### config.mk
export PLATFORM = sky130hd
export DESIGN_NAME = etq_trigger_qualifier
export DESIGN_NICKNAME = d
export VERILOG_FILES = /design/src/etq_sync.v /design/src/etq_tick.v /design/src/etq_trigger_qualifier.v
export VERILOG_INCLUDE_DIRS = /design/src
export SDC_FILE = /design/constraint.sdc
export NUM_CORES = 1
export LEC_CHECK = 0
export BUFFER_PORTS_ARGS = -buffer_cell sky130_fd_sc_hd__buf_2
export CELL_PAD_IN_SITES_DETAIL_PLACEMENT = 1
export CELL_PAD_IN_SITES_GLOBAL_PLACEMENT = 1
export CORE_MARGIN = 4
export CORE_UTILIZATION = 53
export DETAILED_ROUTE_END_ITERATION = 6
export HOLD_SLACK_MARGIN = 0.15
export PLACE_DENSITY_LB_ADDON = 0.1
export REMOVE_ABC_BUFFERS = 1
export SYNTH_ARGS = -nofsm -noshare
export SYNTH_HDL_FRONTEND = slang
export SYNTH_SLANG_ARGS = --single-unit
### constraint.sdc
create_clock -name ref_clk -period 21 [get_ports ref_clk]
set_input_delay 3.15 -clock ref_clk [delete_from_list [all_inputs] [get_ports ref_clk]]
set_output_delay 3.15 -clock ref_clk [all_outputs]
set_load 0.02 [all_outputs]
### src/etq_defines.vh
// Register map, field positions, reset values and timing for the trigger qualifier
// Assumes a 125 MHz board clock and 32-bit APB data
`ifndef ETQ_DEFINES_VH
`define ETQ_DEFINES_VH

`define ETQ_CLK_PERIOD_NS 8
`define ETQ_NS_PER_US 1000
`define ETQ_CYC_PER_US (`ETQ_NS_PER_US / `ETQ_CLK_PERIOD_NS)

`define ETQ_ADDR_CTRL 8'h00
`define ETQ_ADDR_RESERVE 8'h04
`define ETQ_ADDR_MIN_PULSE 8'h08
`define ETQ_ADDR_FRAME_COUNT 8'h0C
`define ETQ_ADDR_DELAY 8'h10
`define ETQ_ADDR_IGNORE 8'h14
`define ETQ_ADDR_STATUS 8'h18

`define ETQ_CTRL_EN 0
`define ETQ_CTRL_DET_LSB 1
`define ETQ_CTRL_SRC_LSB 4
`define ETQ_CTRL_TB_LSB 8
`define ETQ_CTRL_ANALOG 10

`define ETQ_DET_LEVEL_LOW 3'h0
`define ETQ_DET_LEVEL_HIGH 3'h1
`define ETQ_DET_RISING 3'h2
`define ETQ_DET_FALLING 3'h3
`define ETQ_DET_DUAL_RISING 3'h4
`define ETQ_DET_DUAL_FALLING 3'h5

`define ETQ_TB_LINES 2'h0
`define ETQ_TB_NS 2'h1
`define ETQ_TB_LINE_OR_SHAFT 2'h2
`define ETQ_TB_SHAFT 2'h3

`define ETQ_STAT_BUSY 0
`define ETQ_STAT_IGNORE 3
`define ETQ_STAT_ACTIVE 4
`define ETQ_STAT_CFG_ERR 5

`define ETQ_RST_CTRL 32'h00000004
`define ETQ_RST_RESERVE 32'h00000003
`define ETQ_RST_MIN_PULSE 32'h00000000
`define ETQ_RST_FRAME_COUNT 32'h00000001
`define ETQ_RST_DELAY 32'h00000000
`define ETQ_RST_IGNORE 32'h00000000

`define ETQ_FRAME_COUNT_MIN 32'h00000001
`define ETQ_FRAME_COUNT_MAX 32'h0003FFFE
`define ETQ_IGNORE_MAX_US 32'h028F5C28

`endif

### src/etq_sync.v
// Two-flop synchroniser for a group of asynchronous pins
// Assumes each bit is an independent level; no bus coherence is kept
`timescale 1ns/1ns
`default_nettype none
module etq_sync #(
   parameter WIDTH = 6
) (
   input wire clk,
   input wire rst_n,
   input wire clk_en,
   input wire [WIDTH-1:0] d,
   output reg [WIDTH-1:0] q
);
   reg [WIDTH-1:0] meta;

   always @(posedge clk or negedge rst_n) begin
      if (!rst_n) begin
         meta <= {WIDTH{1'b0}};
         q <= {WIDTH{1'b0}};
      end else if (clk_en) begin
         meta <= d;
         q <= meta;
      end
   end
endmodule // etq_sync
`default_nettype wire

### src/etq_tick.v
// Divider giving one-cycle pulses at a fixed period of board clocks
// Assumes clk_en gates the divider together with the rest of the block
`timescale 1ns/1ns
`default_nettype none
module etq_tick #(
   parameter DIV = 125
) (
   input wire clk,
   input wire rst_n,
   input wire clk_en,
   output reg tick
);
   reg [15:0] cnt;

   always @(posedge clk or negedge rst_n) begin
      if (!rst_n) begin
         cnt <= 16'h0000;
         tick <= 1'b0;
      end else if (clk_en) begin
         if (cnt == DIV[15:0] - 16'h0001) begin
            cnt <= 16'h0000;
            tick <= 1'b1;
         end else begin
            cnt <= cnt + 16'h0001;
            tick <= 1'b0;
         end
      end
   end
endmodule // etq_tick
`default_nettype wire

### src/etq_trigger_qualifier.v
// External frame trigger qualifier with APB register file
// Assumes trigger pins are asynchronous; frame_valid, vsync_end, cam_line_pulse
// and frame_ack come from logic on ref_clk
//
// Local design decisions: the address map and register access over APB.
`timescale 1ns/1ns
`default_nettype none
`include "etq_defines.vh"
// How it works
// - Frames start only after an accepted trigger when enabled; disabled ignores triggers.
// - Level mode requests frames continuously while input holds the chosen level.
// - Rising or falling edge mode captures at most one trigger per qualifying transition; one arriving while busy or ignoring is lost.
// - Dual-input rising and falling edge modes use the selected input and its partner.
// - Trigger comes from a selectable input; inputs 0 and 1 reserved by default.
// - Pulses shorter than the minimum duration in microseconds are discarded.
// - A minimum duration of zero accepts every detected trigger immediately.
// - Each edge-mode trigger acquires the configured frame count, accepted only within 1 to 262142.
// - Minus one, endless acquisition, is refused as a frame count.
// - Acquisition waits the configured delay after a trigger is accepted.
// - Delay time base is line counts, nanoseconds, line trigger or shaft, or shaft.
// - Triggers inside the ignore window after a valid trigger are dropped; 0 to 42949672 us.
// - Window starts at first frame valid (digital) or end of vertical sync (analog).
module etq_trigger_qualifier #(
   parameter NUM_IN = 4,
   parameter SRC_W = 2
) (
   input wire ref_clk,
   input wire reset_n,
   input wire clk_en,
   input wire [7:0] paddr,
   input wire psel,
   input wire penable,
   input wire pwrite,
   input wire [31:0] pwdata,
   output reg [31:0] prdata,
   output wire pready,
   output wire pslverr,
   input wire [NUM_IN-1:0] trigger_pins,
   input wire ext_line_pin,
   input wire shaft_enc_pin,
   input wire cam_line_pulse,
   input wire frame_valid,
   input wire vsync_end,
   input wire frame_ack,
   output reg frame_req,
   output reg trigger_accepted,
   output reg acq_busy
);
   localparam ST_IDLE = 2'h0;
   localparam ST_DELAY = 2'h1;
   localparam ST_REQ = 2'h2;
   localparam [31:0] RST_CTRL = `ETQ_RST_CTRL, RST_RES = `ETQ_RST_RESERVE;
   localparam [31:0] RST_MIN = `ETQ_RST_MIN_PULSE, RST_FC = `ETQ_RST_FRAME_COUNT;
   reg [1:0] rst_pipe;
   wire rst_n;
   wire [NUM_IN+1:0] sync_q;
   wire us_tick;
   reg cfg_en;
   reg [2:0] cfg_det;
   reg [SRC_W-1:0] cfg_src;
   reg [1:0] cfg_tb;
   reg cfg_analog;
   reg [NUM_IN-1:0] reserve;
   reg [15:0] min_us;
   reg [17:0] frame_count;
   reg [31:0] delay_val;
   reg [31:0] ignore_us;
   reg cfg_err;
   reg [1:0] state;
   reg [17:0] remain;
   reg [31:0] dly_cnt;
   reg [15:0] pw_cnt;
   reg taken;
   reg [1:0] ign_state;
   reg [31:0] ign_cnt;
   reg prev_line;
   reg prev_shaft;
   reg prev_fv;
   function pick;
      input [NUM_IN-1:0] v;
      input [SRC_W-1:0] idx;
      begin
         pick = v[idx];
      end
   endfunction
   // Reset released through two flops so every flop leaves reset on the same edge
   always @(posedge ref_clk or negedge reset_n) begin
      if (!reset_n) begin
         rst_pipe <= 2'h0;
      end else if (clk_en) begin
         rst_pipe <= {rst_pipe[0], 1'b1};
      end
   end
   assign rst_n = rst_pipe[1];
   etq_sync #(.WIDTH(NUM_IN + 2)) u_sync (
      .clk(ref_clk),
      .rst_n(rst_n),
      .clk_en(clk_en),
      .d({shaft_enc_pin, ext_line_pin, trigger_pins}),
      .q(sync_q)
   );

   etq_tick #(.DIV(`ETQ_CYC_PER_US)) u_us_tick (
      .clk(ref_clk),
      .rst_n(rst_n),
      .clk_en(clk_en),
      .tick(us_tick)
   );
   wire [NUM_IN-1:0] trig_sync = sync_q[NUM_IN-1:0];
   wire line_sync = sync_q[NUM_IN];
   wire shaft_sync = sync_q[NUM_IN+1];
   wire line_edge = line_sync & ~prev_line;
   wire shaft_edge = shaft_sync & ~prev_shaft;
   wire fv_start = frame_valid & ~prev_fv;
   // Active level after polarity; low level and falling edges look for a low pin
   wire inv = (cfg_det == `ETQ_DET_LEVEL_LOW) || (cfg_det == `ETQ_DET_FALLING) ||
              (cfg_det == `ETQ_DET_DUAL_FALLING);
   wire is_level = (cfg_det == `ETQ_DET_LEVEL_LOW) || (cfg_det == `ETQ_DET_LEVEL_HIGH);
   wire is_dual = (cfg_det == `ETQ_DET_DUAL_RISING) || (cfg_det == `ETQ_DET_DUAL_FALLING);
   wire [SRC_W-1:0] partner = cfg_src ^ {{(SRC_W-1){1'b0}}, 1'b1};
   // An unreserved input can never become active
   wire act_a = pick(reserve, cfg_src) & (pick(trig_sync, cfg_src) ^ inv);
   wire act_b = is_dual & pick(reserve, partner) & (pick(trig_sync, partner) ^ inv);
   wire act = cfg_en & (act_a | act_b);
   wire qual = act & ((min_us == 16'h0000) || (pw_cnt >= min_us));
   wire edge_fire = ~is_level & qual & ~taken;
   wire lvl_hold = is_level & qual;
   wire ign_blk = (ign_state != 2'h0);
   wire start = (state == ST_IDLE) & ~ign_blk & (edge_fire | lvl_hold);
   reg [31:0] dly_step;
   always @* begin
      case (cfg_tb)
         `ETQ_TB_LINES: dly_step = {31'h00000000, cam_line_pulse};
         `ETQ_TB_NS: dly_step = `ETQ_CLK_PERIOD_NS;
         `ETQ_TB_LINE_OR_SHAFT: dly_step = {31'h00000000, line_edge | shaft_edge};
         `ETQ_TB_SHAFT: dly_step = {31'h00000000, shaft_edge};
         default: dly_step = 32'h00000000;
      endcase
   end

   // Pulse width in microseconds; saturates so long pulses stay qualified
   always @(posedge ref_clk or negedge rst_n) begin
      if (!rst_n) begin
         pw_cnt <= 16'h0000;
         taken <= 1'b0;
         prev_line <= 1'b0;
         prev_shaft <= 1'b0;
         prev_fv <= 1'b0;
      end else if (clk_en) begin
         prev_line <= line_sync;
         prev_shaft <= shaft_sync;
         prev_fv <= frame_valid;
         if (!act) begin
            pw_cnt <= 16'h0000;
            taken <= 1'b0;
         end else begin
            if (us_tick && pw_cnt != 16'hFFFF) begin
               pw_cnt <= pw_cnt + 16'h0001;
            end
            // Each transition is used once, even if dropped while busy or ignoring
            if (edge_fire) begin
               taken <= 1'b1;
            end
         end
      end
   end

   // Acquisition sequencer: delay, then one frame request per acknowledge
   always @(posedge ref_clk or negedge rst_n) begin
      if (!rst_n) begin
         state <= ST_IDLE;
         remain <= 18'h00000;
         dly_cnt <= 32'h00000000;
         frame_req <= 1'b0;
         trigger_accepted <= 1'b0;
         acq_busy <= 1'b0;
      end else if (clk_en) begin
         trigger_accepted <= start;
         case (state)
            ST_IDLE: begin
               acq_busy <= start;
               if (start) begin
                  remain <= frame_count;
                  dly_cnt <= 32'h00000000;
                  state <= ST_DELAY;
               end
            end
            ST_DELAY: begin
               if (dly_cnt >= delay_val) begin
                  state <= ST_REQ;
                  frame_req <= 1'b1;
               end else begin
                  dly_cnt <= dly_cnt + dly_step;
               end
            end
            ST_REQ: begin
               if (frame_ack) begin
                  remain <= remain - 18'h00001;
                  if (is_level ? lvl_hold : (remain != 18'h00001)) begin
                     frame_req <= 1'b1;
                  end else begin
                     frame_req <= 1'b0;
                     acq_busy <= 1'b0;
                     state <= ST_IDLE;
                  end
               end
            end
            default: begin
               state <= ST_IDLE;
               frame_req <= 1'b0;
               acq_busy <= 1'b0;
            end
         endcase
      end
   end

   // Ignore window: armed by an accepted trigger, counting from the first frame
   always @(posedge ref_clk or negedge rst_n) begin
      if (!rst_n) begin
         ign_state <= 2'h0;
         ign_cnt <= 32'h00000000;
      end else if (clk_en) begin
         case (ign_state)
            2'h0: begin
               if (start && ignore_us != 32'h00000000) begin
                  ign_state <= 2'h1;
               end
            end
            2'h1: begin
               if (cfg_analog ? vsync_end : fv_start) begin
                  ign_state <= 2'h2;
                  ign_cnt <= 32'h00000000;
               end
            end
            2'h2: begin
               if (ign_cnt >= ignore_us) begin
                  ign_state <= 2'h0;
               end else if (us_tick) begin
                  ign_cnt <= ign_cnt + 32'h00000001;
               end
            end
            default: ign_state <= 2'h0;
         endcase
      end
   end

   // APB slave: no wait states; read data is captured in the setup cycle
   wire acc = psel & penable;
   wire wr = acc & pwrite;
   wire mapped = (paddr == `ETQ_ADDR_CTRL) || (paddr == `ETQ_ADDR_RESERVE) ||
                 (paddr == `ETQ_ADDR_MIN_PULSE) || (paddr == `ETQ_ADDR_FRAME_COUNT) ||
                 (paddr == `ETQ_ADDR_DELAY) || (paddr == `ETQ_ADDR_IGNORE) ||
                 (paddr == `ETQ_ADDR_STATUS);
   // Out-of-range counts, including all ones, are refused and leave the old value
   wire fc_bad = (pwdata < `ETQ_FRAME_COUNT_MIN) || (pwdata > `ETQ_FRAME_COUNT_MAX);
   wire ign_bad = (pwdata > `ETQ_IGNORE_MAX_US);
   wire wr_bad = pwrite & (((paddr == `ETQ_ADDR_FRAME_COUNT) & fc_bad) |
                           ((paddr == `ETQ_ADDR_IGNORE) & ign_bad));
   assign pready = 1'b1;
   assign pslverr = acc & (~mapped | wr_bad);

   always @(posedge ref_clk or negedge rst_n) begin
      if (!rst_n) begin
         cfg_en <= RST_CTRL[`ETQ_CTRL_EN];
         cfg_det <= RST_CTRL[`ETQ_CTRL_DET_LSB +: 3];
         cfg_src <= RST_CTRL[`ETQ_CTRL_SRC_LSB +: SRC_W];
         cfg_tb <= RST_CTRL[`ETQ_CTRL_TB_LSB +: 2];
         cfg_analog <= RST_CTRL[`ETQ_CTRL_ANALOG];
         reserve <= RST_RES[NUM_IN-1:0];
         min_us <= RST_MIN[15:0];
         frame_count <= RST_FC[17:0];
         delay_val <= `ETQ_RST_DELAY;
         ignore_us <= `ETQ_RST_IGNORE;
         cfg_err <= 1'b0;
      end else if (clk_en) begin
         if (wr) begin
            case (paddr)
               `ETQ_ADDR_CTRL: begin
                  cfg_en <= pwdata[`ETQ_CTRL_EN];
                  cfg_det <= pwdata[`ETQ_CTRL_DET_LSB +: 3];
                  cfg_src <= pwdata[`ETQ_CTRL_SRC_LSB +: SRC_W];
                  cfg_tb <= pwdata[`ETQ_CTRL_TB_LSB +: 2];
                  cfg_analog <= pwdata[`ETQ_CTRL_ANALOG];
               end
               `ETQ_ADDR_RESERVE: reserve <= pwdata[NUM_IN-1:0];
               `ETQ_ADDR_MIN_PULSE: min_us <= pwdata[15:0];
               `ETQ_ADDR_FRAME_COUNT: begin
                  if (!fc_bad) begin
                     frame_count <= pwdata[17:0];
                  end
               end
               `ETQ_ADDR_DELAY: delay_val <= pwdata;
               `ETQ_ADDR_IGNORE: begin
                  if (!ign_bad) begin
                     ignore_us <= pwdata;
                  end
               end
               `ETQ_ADDR_STATUS: begin
                  if (pwdata[`ETQ_STAT_CFG_ERR]) begin
                     cfg_err <= 1'b0;
                  end
               end
               default: cfg_err <= cfg_err;
            endcase
         end
         // A refused write sets the flag after any clear in the same cycle
         if (wr && wr_bad) begin
            cfg_err <= 1'b1;
         end
      end
   end

   always @(posedge ref_clk or negedge rst_n) begin
      if (!rst_n) begin
         prdata <= 32'h00000000;
      end else if (clk_en) begin
         if (psel && !penable && !pwrite) begin
            case (paddr)
               `ETQ_ADDR_CTRL: begin
                  prdata <= 32'h00000000;
                  prdata[`ETQ_CTRL_EN] <= cfg_en;
                  prdata[`ETQ_CTRL_DET_LSB +: 3] <= cfg_det;
                  prdata[`ETQ_CTRL_SRC_LSB +: SRC_W] <= cfg_src;
                  prdata[`ETQ_CTRL_TB_LSB +: 2] <= cfg_tb;
                  prdata[`ETQ_CTRL_ANALOG] <= cfg_analog;
               end
               `ETQ_ADDR_RESERVE: prdata <= {{(32-NUM_IN){1'b0}}, reserve};
               `ETQ_ADDR_MIN_PULSE: prdata <= {16'h0000, min_us};
               `ETQ_ADDR_FRAME_COUNT: prdata <= {14'h0000, frame_count};
               `ETQ_ADDR_DELAY: prdata <= delay_val;
               `ETQ_ADDR_IGNORE: prdata <= ignore_us;
               `ETQ_ADDR_STATUS: begin
                  prdata <= {remain, 6'h00, 2'h0, cfg_err, act, ign_blk, state, acq_busy};
               end
               default: prdata <= 32'h00000000;
            endcase
         end
      end
   end
endmodule // etq_trigger_qualifier
`default_nettype wire

==> impl_metrics.csv <==
group,metric,value,unit
outcome,status,"finished clean",
synth,ys_top_cells_by_count,"280 x dfrtp_1, 167 x nand2_1, 108 x o21ai_0",
power,p_leak,8.25,nW
timing,period_share,43.9,%
timing,fin_skew,12.7,ps
detailed_routing,route.detailed.drc,0,
flow_run,max_cap_violations,0,
detailed_routing,vias,13900,
timing,timing.hold.ws,470,ps
power,power_density,77.9,mW/mm^2
die,dieArea,0.0339,sq mm
critical_path,end_kind,"output port",
detailed_routing,wl_per_cell,24.8,microns
critical_path,crit_start,"paddr[0]",
timing,tightestPinTransition,1160,ps
cts,cts_buffers,35,
critical_path,worstPathRequired,17850,ps
critical_path,slowest_delay,550,ps
timing,setup_ws,11770,ps
critical_path,r2r_slack,17260,ps
placement,hpwl,38.9,mm
die,start_util,53.7,%
cts,insertion_delay,520,ps
global_routing,grt_overflow,0,
layout,stdcell_count,2174,
cts,cts.sinks,284,
synth,synth-edff-count,0,
timing,rsz0062_at_grt,"no",
power,p_sw,395,uW
global_routing,grt_max_degree,80,
power,power,1.43,mW
critical_path,r2r_end,"dly_cnt[14]",
die,ios,93,
critical_path,r2r_start,"pw_cnt[0]",
timing,finalSetupTns,0,ps
detailed_routing,first_pass_iters,6,
detailed_routing,via_per_inst,6.41,
timing,relSlewSlack,22.6,%
power,switching_share,27.6,%
synth,avgSynthCellArea,9.78,sq um
synth,synth.area.top_cells,"dfrtp_1 43%, ha_1 7.0%, nand2_1 3.8%, mux2_1 3.4%, o21ai_0 3.3%",
power,clkPwrFrac,43.9,%
layout,area_delta_synth_final,11.8,%
power,ir_drop,60.2,uV
synth,synthCells,1679,
timing,period_minus_slack,9230,ps
timing,hold_violations,0,
synth,synth.top_cell.area_share,42.7,%
cts,path_clk_slew,60,ps
cts,cts_root_buf,"clkbuf_16",
placement,gp_congestion,0.880,
critical_path,reg2reg_depth,10,
detailed_routing,drtIter0Drc,975,
global_routing,grt_pass1_vias,14800,
worst_hold_path,holdCritPathClass,"flip-flop to flip-flop",
timing,slew_violations,0,
cts,cts_buffer_depth,3,
detailed_routing,wl,54.0,mm
synth,yosysWarnings,0,
synth,async_reset_ff_share,100,%
critical_path,path_class,"primary input to output port",
timing,fmax,0.108,GHz
power,internal-power,1.03,mW
cts,cts_tree,"done",
global_routing,antenna_found_initial,2,
cts,hold_buffers,0,
layout,fillers,3449,
cts,cts_setup_buffers,0,
detailed_routing,antenna_left,0,
die,num_rows,64,
critical_path,crit_path_cell_trace,"buf_2 -> or4_4 -> nor2_2 -> nand2_2 -> nor2_2 -> and2_1 -> a21boi_0 -> o21ai_1 -> a21oi_1 -> buf_2",
critical_path,cp_data_arrival_time,6080,ps
die,core,0.0306,sq mm
layout,drive_above_1_share,15.1,%
synth,synth-main-ff-cell,"dfrtp_1",
cts,post_cts_resized,0,
timing,setup_viol_count_final,0,
synth,post-synth-top-count-cell,"dfrtp_1",
cts,htreeDepth,2,
worst_hold_path,whs_path_depth,2,
placement,place_ws,11880,ps
synth,synth_area_leader_cell,"dfrtp_1",
global_routing,grt_pass1_wl,85.2,mm
power,p_comb_share,12.7,%
critical_path,worst-path-max-fanout,19,
critical_path,slowest_stage,"or4_4",
synth,yosysSeqAreaShare,43.3,%
synth,ys_types,102,
power,pwr-share-seq,43.4,%
synth,syn_area,0.0164,sq mm
placement,io_buffer_count,91,
global_routing,grt_usage,31.9,%
worst_hold_path,whs_endpoint,"cfg_err",
die,die_x,184,microns
layout,final_nets,1899,
placement,dp_cells,2110,
critical_path,cp-start-kind,"primary input",
worst_hold_path,hold_start,"cfg_err",
synth,ys_ff_latch,284,
die,die_y,184,microns
-- registers in the layout (all words and copies together), names as in the netlist, 2 cells and up --
signal,count
cfg_det,3
cfg_src,2
cfg_tb,2
delay_val,32
dly_cnt,32
frame_count,18
ign_cnt,32
ign_state,2
ignore_us,32
min_us,16
prdata,32
pw_cnt,16
remain,18
reserve,4
rst_pipe,2
state,2
u_sync.meta,6
u_sync.q,6
u_us_tick.cnt,16
-- power by group through the flow --
stage	Clock (mW)	Combinational, mW	Sequential, mW
floorplan	0	0.115	0.621
global placement	0	0.168	0.627
detailed placement	0	0.177	0.629
CTS	0.637	0.180	0.620
global route	0.660	0.197	0.625
finish	0.628	0.181	0.621
-- cells in the final DEF (no fill, tap or decap), types with 12 or more instances in the layout --
cell type,Yosys,layout
nor2_1,95,95
dfrtp_1,280,279
buf_4,4,15
a22oi_1,12,12
or4_1,21,21
o21a_1,12,12
clkbuf_16,0,37
a31oi_1,22,22
a21o_1,15,15
xor2_1,12,12
ha_1,92,92
mux2_2,28,28
nand3_1,53,53
nor4_1,19,19
o21ai_0,108,108
o31ai_1,40,40
and3_1,17,17
o21ai_1,45,45
buf_2,11,91
nor3_1,28,27
inv_1,107,107
mux2_1,50,50
or3_1,20,20
nor2b_1,13,12
mux2i_1,33,33
nand4_1,34,34
nand2_1,167,167
and2_1,20,20
xnor2_1,13,13
a21oi_1,83,83
-- worst max-delay path, delay by kind of cell --
| kind | cells | cell delay, ps |
|---|---|---|
| compound gates | 3 | 740 |
| buf+inv | 2 | 350 |
| simple gates | 5 | 1830 |
-- worst max path at each step --
stage,to,depth (start not counted)
after CTS,pslverr,10
after detailed placement,pslverr,10
final,pslverr,10
after global routing,pslverr,10
after global placement,pslverr,10
after floorplan,acq_busy,0
-- layout make-up --
cell class | count | area (sq um) | area share, %
inverter | 108 | 405 | 2.21
multi-input combinational | 1216 | 8570 | 46.7
clock buffer | 53 | 1100 | 5.97
sequential | 284 | 7120 | 38.8
clock inverter | 9 | 101 | 0.552
tap | 396 | 495 | 2.70
timing repair buffer | 106 | 568 | 3.09
antenna | 2 | 5.00 | 0.0273
-- routing by layer --
| layer | wire length [microns] | track usage (%) | up-vias |
|---|---|---|---|
| met2 | 25900 | 52.4 | 390 |
| met1 | 23200 | 42.9 | 7123 |
| li1 | - | - | 6292 |
| met3 | 2780 | 5.20 | 130 |
| met4 | 2120 | 11.5 | 2 |
| met5 | 13 | 0 | - |
-- per-stage QoR --
| step | util, % | instance area [sq um] |
|---|---|---|
| 2_1_floorplan | - | 16100 |
| 3_5_place_dp | 56.1 | 17200 |
| 3_3_place_gp | 56.1 | 17200 |
| 5_1_grt | 60.0 | 18400 |
| 6_report | 60.0 | 18400 |
| 4_1_cts | 60.0 | 18400 |
-- cell families after synthesis --
kind of cell / Yosys count / share of synthesized area, %
adders and majority gates: 92 / 7.01
and+or+nand+nor: 547 / 17.6
xor gates and xnor gates: 25 / 1.33
other: 1 / 0.0228
DFF: 284 / 43.3
AOI/OAI and AO/OA: 426 / 17.2
buffers and inverters: 179 / 4.67
muxes: 125 / 8.82
Note: power is estimated with default switching activity, not from simulation.
